## src/design/uhor_pkg.sv

```systemverilog
// package: constants and carriers for the host controller operational registers
// Notes on behaviour
// revision low byte reports implemented revision
// suspended state moves to resume on resume
// periodic work allowed only while enabled
// routing bit picks normal pin or management
// wakeup connected reads zero, enable ignored
// reset bit self-clears when reset completes
// list-filled bits cleared at list head start
// ownership request sets ownership change flag
// ownership change flag set on request
// overrun counter counts overruns, wraps to zero
// root hub change sets hub change flag
// frame number msb toggle sets overflow
// unrecoverable error flag reads zero always
// resume signaling sets resume detected flag
// start of frame sets frame flag
// writeback flag set after done head written
// master enable gates every interrupt source
// disable master bit clears master enable
// comm area base 256-byte aligned, low byte reserved
// periodic descriptor 16-byte aligned, low nibble reserved
// status write-one-clear, enable set, disable clear
// interrupt asserted when master, flag, enable align
package uhor_pkg;

  // ==========================================================
  // register offsets
  localparam logic [7:0] OFS_REVISION  = 8'h00;
  localparam logic [7:0] OFS_CONTROL   = 8'h04;
  localparam logic [7:0] OFS_CMDSTAT   = 8'h08;
  localparam logic [7:0] OFS_INTFLAGS  = 8'h0c;
  localparam logic [7:0] OFS_INTENSET  = 8'h10;
  localparam logic [7:0] OFS_INTENCLR  = 8'h14;
  localparam logic [7:0] OFS_COMMAREA  = 8'h18;
  localparam logic [7:0] OFS_PERIODCUR = 8'h1c;

  // ==========================================================
  // control field positions
  localparam int CTL_RATIO_LO = 0;
  localparam int CTL_PERIODIC = 2;
  localparam int CTL_ISO_DIS  = 3;
  localparam int CTL_CTRL_EN  = 4;
  localparam int CTL_BULK_EN  = 5;
  localparam int CTL_STATE_LO = 6;
  localparam int CTL_ROUTE    = 8;
  localparam int CTL_WAKE_CON = 9;
  localparam int CTL_WAKE_EN  = 10;

  // command and status field positions
  localparam int CS_RESET   = 0;
  localparam int CS_CTRL_F  = 1;
  localparam int CS_BULK_F  = 2;
  localparam int CS_OWN_REQ = 3;
  localparam int CS_OVR_LO  = 16;

  // interrupt flag positions, shared by status, set and clear
  localparam int NUM_SRC = 7;
  localparam int INT_OVERRUN = 0;
  localparam int INT_WBDONE  = 1;
  localparam int INT_SOF     = 2;
  localparam int INT_RESUME  = 3;
  localparam int INT_FNOVF   = 5;
  localparam int INT_RHCHG   = 6;
  localparam int INT_OWNCHG  = 30;
  localparam int INT_MASTER  = 31;
  localparam int INT_POS [NUM_SRC] = '{0, 1, 2, 3, 5, 6, 30};

  // ==========================================================
  // pointer alignment masks
  localparam logic [31:0] COMM_AREA_MASK = 32'hffffff00;
  localparam logic [31:0] PERIOD_MASK    = 32'hfffffff0;

  // reset values
  localparam logic [31:0] RST_WORD = 32'h00000000;

  // revision byte; value arbitrary
  localparam logic [7:0] REVISION_CODE = 8'h01;

  // ==========================================================
  // timing
  localparam int CLK_PERIOD_NS  = 20;
  localparam int SWRST_TIME_NS  = 10000;
  localparam int SWRST_CYCLES   =
    (SWRST_TIME_NS + CLK_PERIOD_NS - 1) / CLK_PERIOD_NS;
  localparam int SWRST_CNT_W    = 10;

  // ==========================================================
  // functional state encodings
  typedef enum logic [1:0] {
    UHOR_FS_RESET   = 2'b00,
    UHOR_FS_RESUME  = 2'b01,
    UHOR_FS_OPER    = 2'b10,
    UHOR_FS_SUSPEND = 2'b11
  } uhor_fs_e;

  // soft reset sequencer states
  typedef enum logic [1:0] {
    UHOR_SR_IDLE = 2'b01,
    UHOR_SR_BUSY = 2'b10
  } uhor_sr_e;

  // ==========================================================
  // register access request
  typedef struct packed {
    logic        valid;
    logic        write;
    logic [7:0]  addr;
    logic [3:0]  be;
    logic [31:0] wdata;
  } uhor_req_s;

  // events from the list processor, frame logic and root hub
  typedef struct packed {
    logic        sched_overrun;
    logic        writeback_done;
    logic        sof;
    logic        resume_seen;
    logic        rh_change;
    logic        frame_msb;
    logic        ctrl_head_start;
    logic        bulk_head_start;
    logic        ctrl_fill_set;
    logic        bulk_fill_set;
    logic        period_load;
    logic [31:0] period_ptr;
  } uhor_evt_s;

endpackage : uhor_pkg

```

## src/design/uhor_flag_cell.sv

```systemverilog
// sticky status flag whose set wins over its clear
`timescale 1ns/100ps
`default_nettype none
module uhor_flag_cell
  import uhor_pkg::*;
(
  input  wire logic sys_clk,
  input  wire logic rst_n,
  input  wire logic set_i,
  input  wire logic clr_i,
  output var  logic flag_o
);

  logic flag_r;
  logic flag_nxt;

  // ==========================================================
  // next value
  // same-cycle event must not be lost under a clear
  assign flag_nxt = set_i | (flag_r & ~clr_i);

  always_ff @(posedge sys_clk) begin
    if (!rst_n) begin
      flag_r <= 1'b0;
    end else begin
      flag_r <= flag_nxt;
    end
  end

  assign flag_o = flag_r;

endmodule : uhor_flag_cell
`default_nettype wire

```

## src/design/uhor_regs.sv

```systemverilog
// operational register bank of the usb host controller
`timescale 1ns/100ps
`default_nettype none
module uhor_regs
  import uhor_pkg::*;
(
  input  wire logic        sys_clk,
  input  wire logic        rst_n,
  input  wire uhor_req_s   req_i,
  input  wire uhor_evt_s   evt_i,
  output var  logic        ack_o,
  output var  logic [31:0] rdata_o,
  output var  logic        irq_normal_o,
  output var  logic        irq_mgmt_o,
  output var  logic        periodic_ok_o,
  output var  logic        ctrl_list_en_o,
  output var  logic        bulk_list_en_o,
  output var  logic        iso_disable_o,
  output var  logic [1:0]  ctrl_bulk_ratio_o,
  output var  logic [1:0]  func_state_o,
  output var  logic        ctrl_filled_o,
  output var  logic        bulk_filled_o,
  output var  logic        soft_reset_o,
  output var  logic [31:0] comm_area_o,
  output var  logic [31:0] period_ptr_o
);

  // ==========================================================
  // storage
  logic [1:0]  ratio_r;
  logic        periodic_r;
  logic        iso_dis_r;
  logic        ctrl_en_r;
  logic        bulk_en_r;
  uhor_fs_e    fstate_r;
  logic        route_r;
  logic        wake_en_r;
  logic        ctrl_f_r;
  logic        bulk_f_r;
  logic        own_req_r;
  logic [1:0]  ovr_cnt_r;
  logic [NUM_SRC-1:0] int_en_r;
  logic        master_r;
  logic [31:0] comm_r;
  logic [31:0] period_r;
  logic        frame_msb_r;
  uhor_sr_e    sr_state_r;
  logic [SWRST_CNT_W-1:0] sr_cnt_r;
  logic        ack_r;
  logic [31:0] rdata_r;
  logic        irq_normal_r;
  logic        irq_mgmt_r;
  logic        periodic_ok_r;

  // next values
  logic [31:0] ctl_nxt;
  logic [31:0] comm_nxt;
  logic [31:0] period_nxt;
  uhor_sr_e    sr_state_nxt;
  logic [SWRST_CNT_W-1:0] sr_cnt_nxt;

  // ==========================================================
  // access decode
  logic [31:0] bmask;
  logic        wr;
  logic        rd;
  logic        wr_ctl;
  logic        wr_cs;
  logic        wr_flags;
  logic        wr_enset;
  logic        wr_enclr;
  logic        wr_comm;
  logic        wr_period;
  logic [31:0] wbits;
  logic        sr_busy;

  assign bmask = {{8{req_i.be[3]}}, {8{req_i.be[2]}},
                  {8{req_i.be[1]}}, {8{req_i.be[0]}}};
  assign wr        = req_i.valid & req_i.write & ~sr_busy;
  assign rd        = req_i.valid & ~req_i.write;
  assign wbits     = req_i.wdata & bmask;
  assign wr_ctl    = wr & (req_i.addr == OFS_CONTROL);
  assign wr_cs     = wr & (req_i.addr == OFS_CMDSTAT);
  assign wr_flags  = wr & (req_i.addr == OFS_INTFLAGS);
  assign wr_enset  = wr & (req_i.addr == OFS_INTENSET);
  assign wr_enclr  = wr & (req_i.addr == OFS_INTENCLR);
  assign wr_comm   = wr & (req_i.addr == OFS_COMMAREA);
  assign wr_period = wr & (req_i.addr == OFS_PERIODCUR);

  // ==========================================================
  // soft reset sequencer
  // writes are dropped while the reset runs so nothing half-applies
  logic sr_start;
  logic sr_done;

  assign sr_busy  = (sr_state_r == UHOR_SR_BUSY);
  assign sr_start = req_i.valid & req_i.write & ~sr_busy &
                    (req_i.addr == OFS_CMDSTAT) & wbits[CS_RESET];
  assign sr_done  = sr_busy &
                    (sr_cnt_r == SWRST_CNT_W'(SWRST_CYCLES - 1));

  always_comb begin
    sr_state_nxt = sr_state_r;
    sr_cnt_nxt   = sr_cnt_r;
    case (sr_state_r)
      UHOR_SR_IDLE: begin
        sr_cnt_nxt = '0;
        if (sr_start) begin
          sr_state_nxt = UHOR_SR_BUSY;
        end
      end
      UHOR_SR_BUSY: begin
        sr_cnt_nxt = sr_cnt_r + SWRST_CNT_W'(1);
        if (sr_done) begin
          sr_state_nxt = UHOR_SR_IDLE;
        end
      end
      default: begin
        sr_state_nxt = UHOR_SR_IDLE;
        sr_cnt_nxt   = '0;
      end
    endcase
  end

  always_ff @(posedge sys_clk) begin
    if (!rst_n) begin
      sr_state_r <= UHOR_SR_IDLE;
      sr_cnt_r   <= '0;
    end else begin
      sr_state_r <= sr_state_nxt;
      sr_cnt_r   <= sr_cnt_nxt;
    end
  end

  // ==========================================================
  // control register
  logic [31:0] ctl_cur;
  logic        resume_jump;

  assign ctl_cur = {21'h0, wake_en_r, 1'b0, route_r, fstate_r,
                    bulk_en_r, ctrl_en_r, iso_dis_r, periodic_r, ratio_r};
  // remote wakeup connected bit stays zero in every case
  assign resume_jump = (fstate_r == UHOR_FS_SUSPEND) &
                       evt_i.resume_seen;

  always_comb begin
    ctl_nxt = ctl_cur;
    if (wr_ctl) begin
      ctl_nxt = (req_i.wdata & bmask) | (ctl_cur & ~bmask);
    end
    if (resume_jump) begin
      ctl_nxt[CTL_STATE_LO +: 2] = UHOR_FS_RESUME;
    end
  end

  always_ff @(posedge sys_clk) begin
    if (!rst_n || sr_busy) begin
      ratio_r    <= 2'h0;
      periodic_r <= 1'b0;
      iso_dis_r  <= 1'b0;
      ctrl_en_r  <= 1'b0;
      bulk_en_r  <= 1'b0;
      fstate_r   <= UHOR_FS_RESET;
      route_r    <= 1'b0;
      wake_en_r  <= 1'b0;
    end else begin
      ratio_r    <= ctl_nxt[CTL_RATIO_LO +: 2];
      periodic_r <= ctl_nxt[CTL_PERIODIC];
      iso_dis_r  <= ctl_nxt[CTL_ISO_DIS];
      ctrl_en_r  <= ctl_nxt[CTL_CTRL_EN];
      bulk_en_r  <= ctl_nxt[CTL_BULK_EN];
      fstate_r   <= uhor_fs_e'(ctl_nxt[CTL_STATE_LO +: 2]);
      route_r    <= ctl_nxt[CTL_ROUTE];
      // accepted and stored, but steers nothing
      wake_en_r  <= ctl_nxt[CTL_WAKE_EN];
    end
  end

  // ==========================================================
  // command and status
  logic ctrl_f_nxt;
  logic bulk_f_nxt;
  logic own_req_nxt;
  logic own_rise;

  // a software or hardware set in the head-start cycle still wins
  assign ctrl_f_nxt = (wr_cs & wbits[CS_CTRL_F]) | evt_i.ctrl_fill_set |
                      (ctrl_f_r & ~evt_i.ctrl_head_start);
  assign bulk_f_nxt = (wr_cs & wbits[CS_BULK_F]) | evt_i.bulk_fill_set |
                      (bulk_f_r & ~evt_i.bulk_head_start);
  // software owns both edges of the request bit
  assign own_req_nxt = (wr_cs & req_i.be[0]) ?
                       req_i.wdata[CS_OWN_REQ] : own_req_r;
  assign own_rise    = own_req_nxt & ~own_req_r;

  always_ff @(posedge sys_clk) begin
    if (!rst_n || sr_busy) begin
      ctrl_f_r  <= 1'b0;
      bulk_f_r  <= 1'b0;
      own_req_r <= 1'b0;
    end else begin
      ctrl_f_r  <= ctrl_f_nxt;
      bulk_f_r  <= bulk_f_nxt;
      own_req_r <= own_req_nxt;
    end
  end

  // counts every overrun event, rolls over past all ones
  always_ff @(posedge sys_clk) begin
    if (!rst_n || sr_busy) begin
      ovr_cnt_r <= 2'h0;
    end else if (evt_i.sched_overrun) begin
      ovr_cnt_r <= ovr_cnt_r + 2'h1;
    end
  end

  // ==========================================================
  // interrupt flags
  logic [NUM_SRC-1:0] src_set;
  logic [NUM_SRC-1:0] src_clr;
  logic [NUM_SRC-1:0] flag;
  logic               fn_toggle;

  assign fn_toggle = evt_i.frame_msb ^ frame_msb_r;

  always_ff @(posedge sys_clk) begin
    if (!rst_n) begin
      frame_msb_r <= 1'b0;
    end else begin
      frame_msb_r <= evt_i.frame_msb;
    end
  end

  assign src_set[0] = evt_i.sched_overrun;
  assign src_set[1] = evt_i.writeback_done;
  assign src_set[2] = evt_i.sof;
  assign src_set[3] = evt_i.resume_seen;
  assign src_set[4] = fn_toggle;
  assign src_set[5] = evt_i.rh_change;
  assign src_set[6] = own_rise;

  genvar gi;
  generate
    for (gi = 0; gi < NUM_SRC; gi++) begin : g_flag
      assign src_clr[gi] = sr_busy |
                           (wr_flags & wbits[INT_POS[gi]]);
      uhor_flag_cell u_flag (
        .sys_clk (sys_clk),
        .rst_n   (rst_n),
        .set_i   (src_set[gi]),
        .clr_i   (src_clr[gi]),
        .flag_o  (flag[gi])
      );
    end
  endgenerate

  // ==========================================================
  // enable set and clear
  logic [NUM_SRC-1:0] en_set;
  logic [NUM_SRC-1:0] en_clr;

  generate
    for (gi = 0; gi < NUM_SRC; gi++) begin : g_en
      assign en_set[gi] = wr_enset & wbits[INT_POS[gi]];
      assign en_clr[gi] = wr_enclr & wbits[INT_POS[gi]];
    end
  endgenerate

  always_ff @(posedge sys_clk) begin
    if (!rst_n || sr_busy) begin
      int_en_r <= '0;
      master_r <= 1'b0;
    end else begin
      int_en_r <= en_set | (int_en_r & ~en_clr);
      if (wr_enset && wbits[INT_MASTER]) begin
        master_r <= 1'b1;
      end else if (wr_enclr && wbits[INT_MASTER]) begin
        master_r <= 1'b0;
      end
    end
  end

  // ==========================================================
  // interrupt output
  logic irq_any;

  assign irq_any = master_r & (|(flag & int_en_r));

  always_ff @(posedge sys_clk) begin
    if (!rst_n) begin
      irq_normal_r <= 1'b0;
      irq_mgmt_r   <= 1'b0;
    end else begin
      irq_normal_r <= irq_any & ~route_r;
      irq_mgmt_r   <= irq_any & route_r;
    end
  end

  // ==========================================================
  // pointer registers
  // low bits forced to zero on every load, so reads show them clear
  assign comm_nxt = wr_comm ?
    (((req_i.wdata & bmask) | (comm_r & ~bmask)) & COMM_AREA_MASK) :
    comm_r;

  // the list processor overrides a same-cycle software write
  assign period_nxt = evt_i.period_load ?
    (evt_i.period_ptr & PERIOD_MASK) :
    wr_period ?
    (((req_i.wdata & bmask) | (period_r & ~bmask)) & PERIOD_MASK) :
    period_r;

  always_ff @(posedge sys_clk) begin
    if (!rst_n || sr_busy) begin
      comm_r   <= RST_WORD;
      period_r <= RST_WORD;
    end else begin
      comm_r   <= comm_nxt;
      period_r <= period_nxt;
    end
  end

  // ==========================================================
  // periodic work gate
  // list processor samples this before any periodic transfer
  always_ff @(posedge sys_clk) begin
    if (!rst_n) begin
      periodic_ok_r <= 1'b0;
    end else begin
      periodic_ok_r <= periodic_r & ~sr_busy;
    end
  end

  // ==========================================================
  // read data
  logic [31:0] rd_rev;
  logic [31:0] rd_cs;
  logic [31:0] rd_flags;
  logic [31:0] rd_en;
  logic [31:0] rd_mux;

  assign rd_rev = {24'h0, REVISION_CODE};
  assign rd_cs  = {14'h0, ovr_cnt_r, 12'h0, own_req_r,
                   bulk_f_r, ctrl_f_r, sr_busy};

  // unrecoverable error bit is tied to zero
  assign rd_flags = {1'b0, flag[6], 23'h0, flag[5], flag[4],
                     1'b0, flag[3], flag[2], flag[1], flag[0]};
  assign rd_en    = {master_r, int_en_r[6], 23'h0, int_en_r[5],
                     int_en_r[4], 1'b0, int_en_r[3:0]};

  assign rd_mux =
    (req_i.addr == OFS_REVISION)  ? rd_rev   :
    (req_i.addr == OFS_CONTROL)   ? ctl_cur  :
    (req_i.addr == OFS_CMDSTAT)   ? rd_cs    :
    (req_i.addr == OFS_INTFLAGS)  ? rd_flags :
    (req_i.addr == OFS_INTENSET)  ? rd_en    :
    (req_i.addr == OFS_INTENCLR)  ? rd_en    :
    (req_i.addr == OFS_COMMAREA)  ? comm_r   :
    (req_i.addr == OFS_PERIODCUR) ? period_r :
    32'h00000000;

  always_ff @(posedge sys_clk) begin
    if (!rst_n) begin
      ack_r   <= 1'b0;
      rdata_r <= 32'h00000000;
    end else begin
      ack_r   <= req_i.valid;
      rdata_r <= rd ? rd_mux : 32'h00000000;
    end
  end

  // ==========================================================
  // outputs
  assign ack_o             = ack_r;
  assign rdata_o           = rdata_r;
  assign irq_normal_o      = irq_normal_r;
  assign irq_mgmt_o        = irq_mgmt_r;
  assign periodic_ok_o     = periodic_ok_r;
  assign ctrl_list_en_o    = ctrl_en_r;
  assign bulk_list_en_o    = bulk_en_r;
  assign iso_disable_o     = iso_dis_r;
  assign ctrl_bulk_ratio_o = ratio_r;
  assign func_state_o      = fstate_r;
  assign ctrl_filled_o     = ctrl_f_r;
  assign bulk_filled_o     = bulk_f_r;
  assign soft_reset_o      = sr_state_r[1];
  assign comm_area_o       = comm_r;
  assign period_ptr_o      = period_r;

endmodule : uhor_regs
`default_nettype wire

```

## config.mk

```make
export PLATFORM = sky130hd
export DESIGN_NAME = uhor_regs
export DESIGN_NICKNAME = d
export VERILOG_FILES = /design/src/design/uhor_pkg.sv /design/src/design/uhor_flag_cell.sv /design/src/design/uhor_regs.sv
export SDC_FILE = /design/constraint.sdc
export NUM_CORES = 1
export LEC_CHECK = 0
export BUFFER_PORTS_ARGS = -buffer_cell sky130_fd_sc_hd__buf_2
export CAP_MARGIN = 0
export CORE_UTILIZATION = 35
export DETAILED_ROUTE_END_ITERATION = 8
export PLACE_DENSITY_LB_ADDON = 0.12
export SLEW_MARGIN = 0
export SYNTH_ARGS = -nofsm -noshare
export SYNTH_HDL_FRONTEND = slang
export SYNTH_SLANG_ARGS = --single-unit
```

## constraint.sdc

```tcl
create_clock -name sys_clk -period 2.5 [get_ports sys_clk]
set_clock_uncertainty 0.15 [all_clocks]
set_input_delay 0.25 -clock sys_clk [delete_from_list [all_inputs] [get_ports sys_clk]]
set_output_delay 0.25 -clock sys_clk [all_outputs]
set_load 0.05 [all_outputs]
```

==> reports/qor.csv <==
stage,metric,value,unit
status,status,finished clean,
finish,layout-drive-gt1-share,0.279,
critical_path,r2r_slack,0.24,ns
finish,final_cells,1148,
place,placedCellCount,1071,
synth,async_reset_ff_frac,0,
global_routing,grt_usage,0.231,
job,cap_viol_max_count,0,
place,hpwl,13.9,mm
critical_path,crit_buf_inv,4,
critical_path,critPathMaxFanout,7,
synth,synth_edf_count,0,
drt,wl,20.0,mm
clocking,tritoncts,built,
worst_hold_path,hold_path_depth,2,
place,gp_congestion,0.859,
finish,seq_area,2620,um^2
worst_hold_path,hp-start,rst_n,
drt,drcViolationCount,0,
global_routing,grt_pass1_wl,31.6,mm
finish,fin_area,8110,um^2
drt,routed.top_layer,met4,
timing,slew_viol_final,0,
floorplanning,placementRows,47,
synth,avgSynthCellArea,8.45,um^2
synth,syn_inst,697,
drt,route.met3.wl,1.37,mm
timing,hold_viol_final,0,
critical_path,cp-end-kind,register,
timing,timing.final.crit_share,0.912,
critical_path,cp_cell_sequence,"dlygate4sd3_1, buf_2, nand2_1, nor4_2, buf_4, nand3_1, a21oi_1, dlygate4sd3_1",
critical_path,cp_data_required_time,2.70,ns
timing,tightest_slew,0.763,ns
floorplanning,die_w,132,um
place,place_area,7030,um^2
finish,n_fill_cell,1625,
floorplanning,die-area,17300,um^2
synth,syn_area,5890,um^2
finish,areaGrowthSynthToFinish,37.8,%
critical_path,cp_top_family,buffers and inverters,
clocking,clock_sinks,131,
floorplanning,die_y,132,um
drt,wl_met2,9.35,mm
pwr,intPower,4.10,mW
clocking,postCtsSetupRepairBufs,0,
critical_path,critical_path_class,in -> reg,
synth,ys_ff_latch,131,
synth,ys_warn_count,0,
drt,wl_per_cell,17.4,um
drt,vias,6137,
floorplanning,coreArea,16500,um^2
critical_path,r2r_start,sr_state_r[0],
finish,fin_nets,1005,
pwr,cellPowerDensity,681,nW/um^2
global_routing,antenna_found_initial,2,
timing,rsz0062_at_grt,false,
pwr,swShare,0.258,
timing,setup_viol,0,
clocking,cts_buffer_depth,2,
timing,tns,0,ns
global_routing,grt_max_degree,66,
synth,ys_types,56,
global_routing,overflow,0,
clocking,clock_latency,0.41,ns
timing,period_minus_slack,2.28,ns
pwr,switching_power,1.43,mW
critical_path,worstReg2RegEnd,bulk_filled_o,
floorplanning,io_pins,201,
worst_hold_path,hold-path-endpoint,sr_state_r[0],
drt,dr.pass1.iters,5,
critical_path,slowest_stage,dlygate4sd3_1,
drt,drt-initial-drc-count,449,
drt,wl_met1,8.85,mm
finish,multi_input_area,2950,um^2
clocking,cts-root-buf,clkbuf_16,
synth,yosys_most_used_dff,dfxtp_1,
timing,fmax,0.439,GHz
clocking,postCtsHoldBufs,43,
clocking,htreeDepth,4,
global_routing,grt_pass1_vias,5895,
critical_path,crit_arrival,2.48,ns
pwr,fin_total_pwr,5.53,mW
synth,yosysSeqAreaShare,0.445,
pwr,p_leak,3.36,nW
floorplanning,start_util,0.356,
critical_path,cp_common_cell,dlygate4sd3_1,
critical_path,reg2reg_depth,5,
clocking,post_cts_resized,0,
pwr,seq_power_share,0.394,
pwr,max-vdd-ir-drop,435,uV
pwr,p_clk_frac,0.492,
critical_path,max_stage_delay,0.56,ns
drt,via_per_inst,5.35,
timing,relSlewSlack,0.491,
critical_path,startpoint_type,primary input,
drt,ant_nets,0,
clocking,cts_made_buffers,17,
place,port_buffers,184,
clocking,clk_pin_slew,0.06,ns
worst_hold_path,hp-class,in -> reg,
pwr,power_frac_comb,0.114,
==> power groups by stage <==
stage | clock (mW) | sequential (mW) | combinational, mW
3_3_place_gp | 0 | 2.22 | 0.564
3_5_place_dp | 0 | 2.22 | 0.571
5_1_grt | 2.86 | 2.18 | 0.675
6_report | 2.72 | 2.18 | 0.631
2_1_floorplan | 0 | 2.33 | 0.272
4_1_cts | 2.76 | 2.18 | 0.626
==> worst reg2reg max path: cells and delay by family, from the launching register on <==
family / cells / cell delay [ns]
compound gates: 1 / 0.09
buf+inv: 2 / 1.16
flops: 1 / 0.32
simple gates: 2 / 0.42
==> area by class of cell <==
cell class | count | share of cell area
diodes | 2 | 0.000617
clock buffers | 20 | 0.0575
clock inverters | 12 | 0.0217
inverters | 7 | 0.00324
multi-input cells | 502 | 0.363
flip-flops and latches | 131 | 0.323
well taps | 220 | 0.0339
repair buffers | 254 | 0.196
==> metrics by stage <==
step	utilization	hold WS, ns	setup slack, ns
after CTS	0.491	0.00828	0.241
after global placement	0.426	0.291	0.163
after floorplan	-	0.222	0.430
final	0.491	0.0285	0.220
after detailed placement	0.426	0.297	0.148
after global routing	0.491	0.0199	0.0849
==> layer usage <==
metal / global-route usage / vias to the layer above
met4: 0.0911 / 0
met5: 0 / -
met1: 0.299 / 2867
met2: 0.371 / 272
met3: 0.0521 / 25
li1: - / 2973
==> synthesized netlist by cell type, drive strengths merged, types with 2 or more instances <==
cell type | n | area share
or3 | 5 | 0.0053
mux2i | 7 | 0.012
nor4 | 5 | 0.014
buf | 29 | 0.032
nor2 | 71 | 0.046
dfxtp | 131 | 0.45
xnor2 | 2 | 0.0030
a32o | 6 | 0.010
nand4 | 14 | 0.015
nor3 | 3 | 0.0025
a22o | 5 | 0.0074
o31ai | 3 | 0.0038
or4 | 3 | 0.0047
o22ai | 3 | 0.0032
nand2 | 59 | 0.038
nand3 | 42 | 0.036
mux2 | 4 | 0.0077
inv | 7 | 0.0045
a21o | 4 | 0.0051
and3 | 8 | 0.0085
a21oi | 66 | 0.056
o21ai | 51 | 0.043
o311ai | 8 | 0.012
a32oi | 3 | 0.0045
and2 | 6 | 0.0064
xor2 | 9 | 0.013
a22oi | 29 | 0.037
nor2b | 6 | 0.0064
clkbuf | 39 | 0.025
a211oi | 52 | 0.066
or4b | 2 | 0.0040
==> how the worst max path moves through the flow <==
stage          slack [ns]       endpoint  cells past startpoint          start
3_3_place_gp         0.16       register                      5      req_i[43]
2_1_floorplan        0.43       register                      6      req_i[38]
4_1_cts              0.24  bulk_filled_o                      5  sr_state_r[0]
6_report             0.22  ctrl_filled_o                      8      req_i[45]
3_5_place_dp         0.15       register                      5      req_i[43]
5_1_grt              0.08  ctrl_filled_o                      8      req_i[45]
==> cell families (layout without fill, tap and decap cells) <==
logic type,after synthesis,in the layout,share of synthesized area
AND/OR/NAND/NOR,231,231,0.196
other,1,14,0.000637
adder cells (fa/ha/maj),1,1,0.00213
multiplexers,11,11,0.0196
AO/OA/AOI/OAI,236,236,0.258
buffers and inverters,75,293,0.0616
flip-flops,131,131,0.445
XOR/XNOR,11,11,0.0164
==> cells in the final DEF, fill, tap and decap left out, drive strengths merged, types with 20 or more instances in the layout <==
| master | n |
|---|---|
| a211oi | 52 |
| a21oi | 66 |
| a22oi | 29 |
| buf | 211 |
| clkbuf | 20 |
| dfxtp | 131 |
| dlygate4sd3 | 43 |
| nand2 | 59 |
| nand3 | 42 |
| nor2 | 71 |
| o21ai | 51 |
(Power assumes the default switching activity.)
